--- config.mk ---
export PLATFORM = sky130hd
export DESIGN_NAME = acs_sequencer
export DESIGN_NICKNAME = d
export VERILOG_FILES = /design/src/acs_pkg.sv /design/src/acs_presc_if.sv /design/src/acs_prescaler.sv /design/src/acs_sequencer.sv
export SDC_FILE = /design/constraint.sdc
export NUM_CORES = 1
export LEC_CHECK = 0
export BUFFER_PORTS_ARGS = -buffer_cell sky130_fd_sc_hd__buf_2
export CORE_UTILIZATION = 35
export CTS_CLUSTER_SIZE = 16
export DETAILED_ROUTE_END_ITERATION = 12
export GPL_ROUTABILITY_DRIVEN = 0
export SLEW_MARGIN = 20
export SYNTH_ARGS = -nofsm -noshare
export SYNTH_HDL_FRONTEND = slang
export SYNTH_HIERARCHICAL = 1
export SYNTH_SLANG_ARGS = --single-unit
--- constraint.sdc ---
create_clock -name clk_i -period 3.8 [get_ports clk_i]
set_clock_uncertainty 0.1 [all_clocks]
set_input_delay 0.76 -clock clk_i [delete_from_list [all_inputs] [get_ports clk_i]]
set_output_delay 0.76 -clock clk_i [all_outputs]
set_load 0.05 [all_outputs]
--- src/acs_pkg.sv ---
package acs_pkg;
    localparam int unsigned DATA_W = 10;
    localparam int unsigned CHAN_W = 5;
    localparam int unsigned TSEL_W = 3;
    localparam int unsigned PSEL_W = 3;
    localparam int unsigned PCNT_W = 7;
    localparam int unsigned CCNT_W = 5;
    localparam int unsigned TRIG_SYNC = 3;
    localparam logic [CCNT_W-1:0] NORM_CYCLES = 5'h0D;
    localparam logic [CCNT_W-1:0] FIRST_CYCLES = 5'h19;
    localparam logic [CCNT_W-1:0] SH_NORM = 5'h01;
    localparam logic [CCNT_W-1:0] SH_FIRST = 5'h0D;
    localparam logic [CCNT_W-1:0] SH_AUTO = 5'h02;
    localparam logic [TSEL_W-1:0] TSEL_FREE = 3'h0;
    localparam logic [CHAN_W-1:0] CHAN_DIFF_BASE = 5'h08;
    localparam logic [1:0] REF_EXT = 2'h0;
    localparam logic [1:0] REF_SUPPLY = 2'h1;
    localparam logic [1:0] REF_INT = 2'h3;
    localparam logic [CHAN_W-1:0] CHAN_RST = 5'h00;
    localparam logic [1:0] REF_RST = 2'h0;
    typedef enum logic [1:0] {
        ACS_IDLE = 2'b00,
        ACS_WAIT = 2'b01,
        ACS_CONV = 2'b10
    } acs_state_t;
endpackage : acs_pkg

--- src/acs_presc_if.sv ---
`timescale 1ns/1ps
interface acs_presc_if;
    logic enable;
    logic restart;
    logic [acs_pkg::PSEL_W-1:0] sel;
    logic tick;
    modport ctrl (output enable, output restart, output sel, input tick);
    modport div (input enable, input restart, input sel, output tick);
endinterface : acs_presc_if

--- src/acs_prescaler.sv ---
`timescale 1ns/1ps
module acs_prescaler (
    // clock and reset
    input wire logic clk_i,
    input wire logic rstn_i,
    // control from sequencer
    acs_presc_if.div pif
);
    import acs_pkg::*;

    logic [PCNT_W-1:0] cnt_q;
    logic [PCNT_W-1:0] last;

    // code 0 and 1 both divide by two; codes above divide by 2**code
    always_comb begin
        last = PCNT_W'(1);
        if (pif.sel > PSEL_W'(1)) begin
            last = PCNT_W'((1 << pif.sel) - 1);
        end
    end

    // compare with >= so a smaller divisor picked mid-count cannot leave the count stranded above it
    assign pif.tick = pif.enable && !pif.restart && (cnt_q >= last);

    // held at zero while disabled, restarted by a trigger
    always_ff @(posedge clk_i or negedge rstn_i) begin
        if (!rstn_i) begin
            cnt_q <= '0;
        end else if (!pif.enable || pif.restart) begin
            cnt_q <= '0;
        end else if (cnt_q >= last) begin
            cnt_q <= '0;
        end else begin
            cnt_q <= cnt_q + PCNT_W'(1);
        end
    end

    presc_reset_a: assert property (@(posedge clk_i) disable iff (!rstn_i)
        !pif.enable |=> cnt_q == '0)
        else $error("prescaler not held while disabled");

endmodule : acs_prescaler

--- src/acs_sequencer.sv ---
`timescale 1ns/1ps
module acs_sequencer (
    // clock and reset
    input wire logic clk_i,
    input wire logic rstn_i,
    // control fields
    input wire logic enable_i,
    input wire logic start_wr_i,
    input wire logic auto_trigger_i,
    input wire logic [acs_pkg::TSEL_W-1:0] trigger_select_i,
    input wire logic [acs_pkg::PSEL_W-1:0] prescale_select_i,
    input wire logic left_align_i,
    input wire logic [acs_pkg::CHAN_W-1:0] channel_select_i,
    input wire logic [1:0] reference_select_i,
    // flag clearing and result reads
    input wire logic flag_clr_i,
    input wire logic irq_ack_i,
    input wire logic rd_low_i,
    input wire logic rd_high_i,
    // trigger sources, same clock; index 0 unused (own flag)
    input wire logic [(1<<acs_pkg::TSEL_W)-1:0] trig_src_i,
    // analog core
    input wire logic [acs_pkg::DATA_W-1:0] data_i,
    // status
    output logic start_bit_o,
    output logic flag_o,
    output logic [7:0] result_high_o,
    output logic [7:0] result_low_o,
    output logic locked_o,
    // analog front end steering
    output logic sample_o,
    output logic converting_o,
    output logic [acs_pkg::CHAN_W-1:0] chan_o,
    output logic gain_bypass_o,
    output logic ref_supply_o,
    output logic ref_internal_o
);
    import acs_pkg::*;

    ////////////////////////////////////////////////////////////////////////////////
    // prescaler
    acs_presc_if pif ();
    acs_prescaler u_presc (
        .clk_i(clk_i),
        .rstn_i(rstn_i),
        .pif(pif)
    );

    acs_state_t state_q;
    acs_state_t state_d;
    logic [CCNT_W-1:0] cnt_q;
    logic [CCNT_W-1:0] cnt_d;
    logic first_q;
    logic auto_q;
    logic lock_q;
    logic trig_prev_q;
    logic [TRIG_SYNC-1:0] trig_pipe_q;
    logic trig_edge;
    logic trig_go;
    logic free_run;
    logic done;
    logic [CCNT_W-1:0] conv_len;
    logic [CCNT_W-1:0] sh_point;

    assign pif.enable = enable_i;
    assign pif.sel = prescale_select_i;
    assign pif.restart = trig_go && (state_q == ACS_IDLE);

    ////////////////////////////////////////////////////////////////////////////////
    // trigger edge detection and synchronisation delay
    assign free_run = auto_trigger_i && (trigger_select_i == TSEL_FREE);
    assign trig_edge = trig_src_i[trigger_select_i] && !trig_prev_q;
    assign trig_go = trig_pipe_q[TRIG_SYNC-1];

    always_ff @(posedge clk_i or negedge rstn_i) begin
        if (!rstn_i) begin
            trig_prev_q <= 1'b0;
        end else begin
            trig_prev_q <= trig_src_i[trigger_select_i];
        end
    end

    // edges are only looked for when nothing runs; a level held through completion
    // gives no new edge, so it starts nothing
    always_ff @(posedge clk_i or negedge rstn_i) begin
        if (!rstn_i) begin
            trig_pipe_q <= '0;
        end else begin
            trig_pipe_q <= {trig_pipe_q[TRIG_SYNC-2:0],
                trig_edge && auto_trigger_i && !free_run && enable_i
                && (state_q == ACS_IDLE)};
        end
    end

    ////////////////////////////////////////////////////////////////////////////////
    // conversion sequencing
    assign conv_len = first_q ? FIRST_CYCLES : NORM_CYCLES;
    assign sh_point = first_q ? SH_FIRST : (auto_q ? SH_AUTO : SH_NORM);
    assign done = (state_q == ACS_CONV) && pif.tick && (cnt_q == conv_len - CCNT_W'(1));

    always_comb begin
        state_d = state_q;
        cnt_d = cnt_q;
        case (state_q)
            ACS_IDLE: begin
                if (trig_go) begin
                    state_d = ACS_CONV;
                    cnt_d = '0;
                end else if (start_wr_i) begin
                    state_d = ACS_WAIT;
                end
            end
            ACS_WAIT: begin
                if (pif.tick) begin
                    state_d = ACS_CONV;
                    cnt_d = '0;
                end
            end
            ACS_CONV: begin
                if (done) begin
                    cnt_d = '0;
                    // own completion as source chains straight on, flag ignored
                    state_d = free_run ? ACS_CONV : ACS_IDLE;
                end else if (pif.tick) begin
                    cnt_d = cnt_q + CCNT_W'(1);
                end
            end
            default: begin
                state_d = ACS_IDLE;
            end
        endcase
        if (!enable_i) begin
            state_d = ACS_IDLE;
            cnt_d = '0;
        end
    end

    always_ff @(posedge clk_i or negedge rstn_i) begin
        if (!rstn_i) begin
            state_q <= ACS_IDLE;
            cnt_q <= '0;
        end else begin
            state_q <= state_d;
            cnt_q <= cnt_d;
        end
    end

    // first conversion after enabling is the long one
    always_ff @(posedge clk_i or negedge rstn_i) begin
        if (!rstn_i) begin
            first_q <= 1'b1;
        end else if (!enable_i) begin
            first_q <= 1'b1;
        end else if (done) begin
            first_q <= 1'b0;
        end
    end

    always_ff @(posedge clk_i or negedge rstn_i) begin
        if (!rstn_i) begin
            auto_q <= 1'b0;
        end else if (state_q == ACS_IDLE) begin
            auto_q <= trig_go;
        end else if (done) begin
            auto_q <= 1'b0;
        end
    end

    // start bit reads one for any running conversion
    always_ff @(posedge clk_i or negedge rstn_i) begin
        if (!rstn_i) begin
            start_bit_o <= 1'b0;
            converting_o <= 1'b0;
        end else begin
            start_bit_o <= (state_d != ACS_IDLE);
            converting_o <= (state_d == ACS_CONV);
        end
    end

    // sample pulse; half-cycle points land on the preceding whole tick
    always_ff @(posedge clk_i or negedge rstn_i) begin
        if (!rstn_i) begin
            sample_o <= 1'b0;
        end else begin
            sample_o <= (state_q == ACS_CONV) && pif.tick
                && (cnt_q + CCNT_W'(1) == sh_point);
        end
    end

    ////////////////////////////////////////////////////////////////////////////////
    // front end selections: only while enabled and between conversions
    always_ff @(posedge clk_i or negedge rstn_i) begin
        if (!rstn_i) begin
            chan_o <= CHAN_RST;
            gain_bypass_o <= 1'b1;
            ref_supply_o <= 1'b0;
            ref_internal_o <= 1'b0;
        end else if (enable_i && (state_q != ACS_CONV)) begin
            chan_o <= channel_select_i;
            gain_bypass_o <= (channel_select_i < CHAN_DIFF_BASE);
            ref_supply_o <= (reference_select_i == REF_SUPPLY);
            ref_internal_o <= (reference_select_i == REF_INT);
        end
    end

    ////////////////////////////////////////////////////////////////////////////////
    // result registers and read lock
    always_ff @(posedge clk_i or negedge rstn_i) begin
        if (!rstn_i) begin
            lock_q <= 1'b0;
        end else if (rd_high_i) begin
            lock_q <= 1'b0;
        end else if (rd_low_i) begin
            lock_q <= 1'b1;
        end
    end

    assign locked_o = lock_q;

    always_ff @(posedge clk_i or negedge rstn_i) begin
        if (!rstn_i) begin
            result_high_o <= 8'h00;
            result_low_o <= 8'h00;
        end else if (done && !lock_q) begin
            if (left_align_i) begin
                result_high_o <= data_i[9:2];
                result_low_o <= {data_i[1:0], 6'h00};
            end else begin
                result_high_o <= {6'h00, data_i[9:8]};
                result_low_o <= data_i[7:0];
            end
        end
    end

    // flag sets on every completion, locked or not; set wins over clear
    always_ff @(posedge clk_i or negedge rstn_i) begin
        if (!rstn_i) begin
            flag_o <= 1'b0;
        end else if (done) begin
            flag_o <= 1'b1;
        end else if (flag_clr_i || irq_ack_i) begin
            flag_o <= 1'b0;
        end
    end

    ////////////////////////////////////////////////////////////////////////////////
    lock_hold_a: assert property (@(posedge clk_i) disable iff (!rstn_i)
        done && lock_q |=> $stable(result_high_o) && $stable(result_low_o))
        else $error("result changed while locked");

    lock_set_a: assert property (@(posedge clk_i) disable iff (!rstn_i)
        rd_low_i && !rd_high_i |=> locked_o)
        else $error("low read did not lock");

    unlock_read_a: assert property (@(posedge clk_i) disable iff (!rstn_i)
        rd_high_i |=> !locked_o)
        else $error("high read did not unlock");

    flag_on_done_a: assert property (@(posedge clk_i) disable iff (!rstn_i)
        done |=> flag_o)
        else $error("flag missing after completion");

    start_clear_a: assert property (@(posedge clk_i) disable iff (!rstn_i)
        done && !free_run && enable_i |=> !start_bit_o && flag_o)
        else $error("start bit not cleared at completion");

    free_chain_a: assert property (@(posedge clk_i) disable iff (!rstn_i)
        done && free_run && enable_i |=> start_bit_o && converting_o)
        else $error("free running did not chain");

    chan_stable_a: assert property (@(posedge clk_i) disable iff (!rstn_i)
        state_q == ACS_CONV && state_d == ACS_CONV |=> $stable(chan_o))
        else $error("channel changed mid conversion");

    disabled_hold_a: assert property (@(posedge clk_i) disable iff (!rstn_i)
        !enable_i |=> state_q == ACS_IDLE && $stable(chan_o) && !start_bit_o)
        else $error("activity while disabled");

    conv_len_a: assert property (@(posedge clk_i) disable iff (!rstn_i)
        done |-> cnt_q == (first_q ? 5'h18 : 5'h0C))
        else $error("wrong conversion length");

    left_align_a: assert property (@(posedge clk_i) disable iff (!rstn_i)
        done && !lock_q && left_align_i |=> result_high_o == $past(data_i[9:2]))
        else $error("left aligned result wrong");

    trig_start_a: assert property (@(posedge clk_i) disable iff (!rstn_i)
        trig_go && state_q == ACS_IDLE && enable_i |=> converting_o && cnt_q == 5'h00)
        else $error("trigger did not start conversion");

    start_accept_a: assert property (@(posedge clk_i) disable iff (!rstn_i)
        start_wr_i && enable_i && state_q == ACS_IDLE |=> start_bit_o)
        else $error("start write not accepted");

    wait_tick_a: assert property (@(posedge clk_i) disable iff (!rstn_i)
        state_q == ACS_WAIT && pif.tick && enable_i |=> converting_o && cnt_q == 5'h00)
        else $error("conversion did not begin on converter tick");

    flag_clear_a: assert property (@(posedge clk_i) disable iff (!rstn_i)
        (flag_clr_i || irq_ack_i) && !done |=> !flag_o)
        else $error("flag not cleared");

    idle_quiet_a: assert property (@(posedge clk_i) disable iff (!rstn_i)
        state_q == ACS_IDLE && !trig_go && !start_wr_i |=> !converting_o)
        else $error("conversion started without request");

endmodule : acs_sequencer

==> results.yml, run 1 <==
run_status:
  status: "finished, final reports clean"
clocking:
  cts_buffers: 5
  insertion_delay_ns: 0.30
  cts_buffer_depth: 2
  clock_sinks: 49
  postCtsSetupBuffers: 0
  cts_repair_resize_count: 0
  cts-root-buf: "clkbuf_8"
  cts_tree: "yes"
  clk_pin_slew_ns: 0.08
  hold_buffers: 0
  h-tree-depth: 2
sta:
  maxSlewViolCount: 0
  worst_pin_slew_ns: 0.649
  period_needed_ns: 3.56
  setup_ws_ns: 0.242
  fin_crit_sh_pct: 93.6
  rsz0062_at_grt: "false"
  fin_setup_tns_ns: 0
  fmax_mhz: 281
  relSlewSlack_pct: 56.7
  finalSetupViolations: 0
  finalHoldViolCount: 0
placement:
  dp_cells: 420
  place_ws_ns: -0.0677
  port_buffers: 69
  place_hpwl_um: 4090
hold_path:
  hp-class: "register to register"
critical_path:
  cp-end-kind: "register"
  path_max_fanout: 8
  path_common_cell: "ha_1"
  cpMaxStageDelayCell: "or3_1"
  reg2reg_slack_ns: 1.10
  critical-path-top-delay-family: "simple AND/OR/NAND/NOR gates"
  path_cells: "buf_2, or3_1, ha_1, xnor2_1, nand3_1, ha_1, nand4_1, o31ai_4, nor2b_2, and3_1, o21a_4, mux2_4, a221oi_2"
  critPathKind: "input port to register"
  path_buf_inv: 1
  cp.required_ns: 3.91
  max_stage_delay_ns: 0.37
  worstPathArrival_ns: 3.67
  start_kind: "input port"
floorplanning:
  io_pins: 70
  fp.dieW_um: 88.3
  die_height_um: 88.3
  row_count: 31
  core_sq_um: 7210
  dieArea_sq_um: 7790
  start_util_pct: 36.1
synth:
  netlist_instances: 252
  syn_area_sq_um: 2600
  synth_seq_area_share_pct: 47.2
  synth_area_leaders: "dfrtp_1 (45%), ha_1 (7.2%), nand2_1 (5.2%)"
  synth_cell_types: 51
  synth_warnings: 6
  yosysTopAreaCell: "dfrtp_1"
  synth_edf_count: 0
  ys_ff_latch: 49
  synth.top_cell.area_share_pct: 45.1
  synth_top_flop_cell: "dfrtp_1"
  async_flop_share_pct: 100
  syn-num-nets: 308
  avgSynthCellArea_sq_um: 10.3
power:
  leakage_nw: 1.61
  power_density_nw_per_um2: 360
  p_total_mw: 1.17
  vdd_drop_max_mv: 0.127
drt:
  drt_pass1_iterations: 4
  drt_iter0_markers: 60
  wirelength_um: 5280
  ant_nets: 0
  vias: 2039
  routedWlPerCell_um: 12.3
  drc: 0
  avgViaCountPerCell: 4.76
layout:
  layout_commonest_cell: "buf_2"
  final_util_pct: 44.9
  area_delta_synth_final_pct: 24.4
  stdcell_count: 428
  finalNetCount: 384
  most-common-layout-cells: "buf_2 (69), dfrtp_1 (47), nand2_1 (36), o21ai_0 (21), ha_1 (15)"
  antennaDiodeCount: 0
  drive_above_1_share_pct: 32.5
  n_fill_cell: 738
global_route:
  antenna_found_initial: 0
  grt_start_max_net_pins: 33
  grt_usage_pct: 14.8
  grt_pass1_wl_um: 8960
  overflow: 0
  grt_pass1_vias: 2030
run:
  max_cap_viol_count: 0
==> final timing paths <==
check                                     start              end  cells after the start
min in group asynchronous                rstn_i  result_low_o[0]                      1
max                        prescale_select_i[2]     converting_o                     13
max in group asynchronous                rstn_i    gain_bypass_o                      2
min                              trig_pipe_q[0]   trig_pipe_q[1]                      0
max reg2reg                          state_q[1]     converting_o                     10
min reg2reg                      trig_pipe_q[0]   trig_pipe_q[1]                      0
==> sequential cells by signal, indices dropped and copies added, names as in the netlist <==
register and flops:
trig_prev_q 1, result_low_o 8, sample_o 1, gain_bypass_o 1, u_presc/cnt_q 7, ref_supply_o 1, trig_pipe_q 3, result_high_o 8
cnt_q 5, ref_internal_o 1, auto_q 1, chan_o 5, state_q 2, converting_o 1, first_q 1, start_bit_o 1
flag_o 1, locked_o 1
==> where the power goes <==
part	switching, mW	leakage [nW]	internal [mW]
Clock	0.173	0.0574	0.214
Sequential	0.0165	0.656	0.544
Combinational	0.136	0.895	0.0837
Total	0.325	1.61	0.842
==> worst register-to-register path: cells and delay by family (launching register included) <==
kind	cells	cell delay [ns]
buf+inv	2	0.15
flops	1	0.44
compound gates	2	0.42
mux	1	0.33
simple gates	4	0.88
fa+ha+maj	1	0.28
==> cells by family after synthesis <==
family,synth area share (%)
buf+inv,3.12
mux,7.25
xor+xnor,3.36
fa+ha+maj,7.20
flops,47.2
compound gates,14.0
other cells,0.144
simple gates,17.8
==> synthesized netlist by cell type (2+ instances only) <==
cell and number:
buf_2 3, nand4b_1 2, o21a_1 4, mux2i_1 5, and3_1 2, a211o_1 2
clkbuf_1 3, mux2_2 7, dfstp_2 2, nor3_1 8, dfrtp_1 47, a21oi_1 4
nand2b_1 11, a211oi_1 2, nor4b_1 2, inv_1 12, xnor2_1 3, ha_1 15
mux4_2 2, o22a_1 2, o21ai_0 21, xor2_1 7, nor2b_1 2, nand2_1 36
nand3_1 10, nor3b_1 3, a22o_1 2, a21o_1 2, o31ai_1 2, nor2_1 8
==> layer usage <==
layer  global-route usage [%]  vias to the layer above  wire (um)
li1                         -                     1038          -
met1                     18.7                      953       2450
met2                     25.3                       41       2580
met3                     2.89                        7        184
met4                     4.99                        0         62
met5                        0                        -          0
==> area by class of cell <==
| type | instances | area [sq um] | area share (%) |
|---|---|---|---|
| well taps | 99 | 124 | 3.82 |
| clock buffers | 6 | 82.6 | 2.55 |
| repair buffers | 76 | 410 | 12.7 |
| inverters | 12 | 45.0 | 1.39 |
| multi-input cells | 184 | 1310 | 40.5 |
| flip-flops and latches | 49 | 1230 | 37.9 |
| clock inverters | 2 | 37.5 | 1.16 |
==> through the flow <==
stage / instance area, sq um / hold WS (ns)
floorplan: 2620 / 0.231
global placement: 3120 / 0.233
detailed placement: 3120 / 0.237
CTS: 3240 / 0.258
global route: 3240 / 0.275
finish: 3240 / 0.254
Note: power is estimated with default switching activity, not from simulation.
==> run 2: changes to the inputs <==
CORE_ASPECT_RATIO = 0.5   (was not set)
==> results.yml, run 2 (same netlist as run 1, synthesis figures left out) <==
run_status:
  status: "finished, final reports clean"
critical_path:
  path_max_fanout: 8
  max_stage_delay_ns: 0.38
  reg2reg_slack_ns: 1.14
  cp-end-kind: "register"
  path_buf_inv: 1
  path_common_cell: "ha_1"
  worstPathArrival_ns: 3.66
  cp.required_ns: 3.90
  critPathKind: "input port to register"
  critical-path-top-delay-family: "simple AND/OR/NAND/NOR gates"
  r2r_cells: 10
  cpMaxStageDelayCell: "or3_1"
  path_cells: "buf_2, or3_1, ha_1, xnor2_1, nand3_1, ha_1, nand4_1, o31ai_4, nor2b_2, and3_1, o21a_4, mux2_4, a221oi_2"
  start_kind: "input port"
  r2r_end: "converting_o"
  r2r-start: "state_q[1]"
global_route:
  grt_usage_pct: 15.1
  grt_start_max_net_pins: 50
  antenna_found_initial: 0
  overflow: 0
  grt_pass1_wl_um: 9230
  grt_pass1_vias: 2024
placement:
  port_buffers: 69
  place_hpwl_um: 4140
  dp_cells: 413
  postPlaceCellArea_sq_um: 3110
run:
  max_cap_viol_count: 0
floorplanning:
  dieArea_sq_um: 7810
  fp.dieW_um: 124
  start_util_pct: 37.6
  die_height_um: 63.0
  core_sq_um: 6940
  row_count: 21
  io_pins: 70
sta:
  relSlewSlack_pct: 60.3
  fmax_mhz: 281
  fin_crit_sh_pct: 93.6
  fin_setup_tns_ns: 0
  finalSetupViolations: 0
  worst_pin_slew_ns: 0.595
  maxSlewViolCount: 0
  finalHoldViolCount: 0
  rsz0062_at_grt: "false"
  period_needed_ns: 3.56
drt:
  ant_nets: 0
  avgViaCountPerCell: 4.90
  drt_pass1_iterations: 4
  wirelength_um: 5310
  routedWlPerCell_um: 12.6
  vias: 2063
  drt_iter0_markers: 87
  drc: 0
layout:
  stdcell_count: 421
  area_delta_synth_final_pct: 25.4
  finalNetCount: 384
  drive_above_1_share_pct: 32.5
  layout_commonest_cell: "buf_2"
  final_util_pct: 47.1
  postLayoutCellArea_sq_um: 3270
  most-common-layout-cells: "buf_2 (68), dfrtp_1 (47), nand2_1 (36), o21ai_0 (21), ha_1 (15)"
  largestRegisters: "result_high_o (8), result_low_o (8), u_presc/cnt_q (7)"
  antennaDiodeCount: 0
clocking:
  h-tree-depth: 2
  clk_pin_slew_ns: 0.07
  cts_buffers: 5
  postCtsSetupBuffers: 0
  hold_buffers: 0
  cts_repair_resize_count: 0
  cts-root-buf: "clkbuf_16"
  insertion_delay_ns: 0.29
  clock_sinks: 49
  cts_tree: "yes"
  cts_buffer_depth: 2
power:
  vdd_drop_max_mv: 0.165
  leakage_nw: 1.62
  p_total_mw: 1.23
  power_density_nw_per_um2: 377
hold_path:
  hold_path.startpoint: "trig_pipe_q[0]"
  hp-class: "register to register"
  min_to: "trig_pipe_q[1]"
  holdPathStages: 0
==> run 2: changes by cell type in the layout (fill, tap and decap cells not counted), sizes merged <==
cell	before	now
clkinvlp	1	2
inv	12	13
clkbuf	6	5
bufinv	1	0
==> run 2: where the power goes <==
| group | switching, mW | total [mW] | internal (mW) |
|---|---|---|---|
| logic | 0.136 | 0.219 | 0.0836 |
| registers | 0.0158 | 0.561 | 0.545 |
| clock network | 0.203 | 0.451 | 0.248 |
| total | 0.354 | 1.23 | 0.877 |
==> run 2: routing by layer <==
metal	track usage (%)	up-vias	part of all wire [%]
li1	-	1033	-
met1	19.5	993	47
met2	25.0	32	49
met3	4.20	5	3.7
met4	4.02	0	0.94
met5	0	-	0
==> run 2: how the worst max path moves through the flow <==
stage                               from           end  slack (ns)  cells past startpoint
floorplan           prescale_select_i[2]  converting_o        0.04                     12
global placement    prescale_select_i[2]  converting_o        0.02                     13
detailed placement  prescale_select_i[2]  converting_o       -0.05                     13
CTS                 prescale_select_i[2]  converting_o        0.24                     13
global route        prescale_select_i[2]  converting_o        0.02                     13
finish              prescale_select_i[2]  converting_o        0.24                     13
==> run 2: final cells by class <==
type	count	area (sq um)
Tap cell	92	115
Clock inverter	3	26.3
Fill cell	690	3670
Timing Repair Buffer	76	413
Multi-Input combinational cell	184	1310
Inverter	12	45.0
Clock buffer	5	125
Sequential cell	49	1230
==> run 2: metrics by stage <==
stage / setup WS, ns / hold slack (ns)
after floorplan: 0.0428 / 0.231
after global placement: 0.0210 / 0.234
after detailed placement: -0.0529 / 0.236
after CTS: 0.240 / 0.255
after global routing: 0.0238 / 0.273
final: 0.241 / 0.252
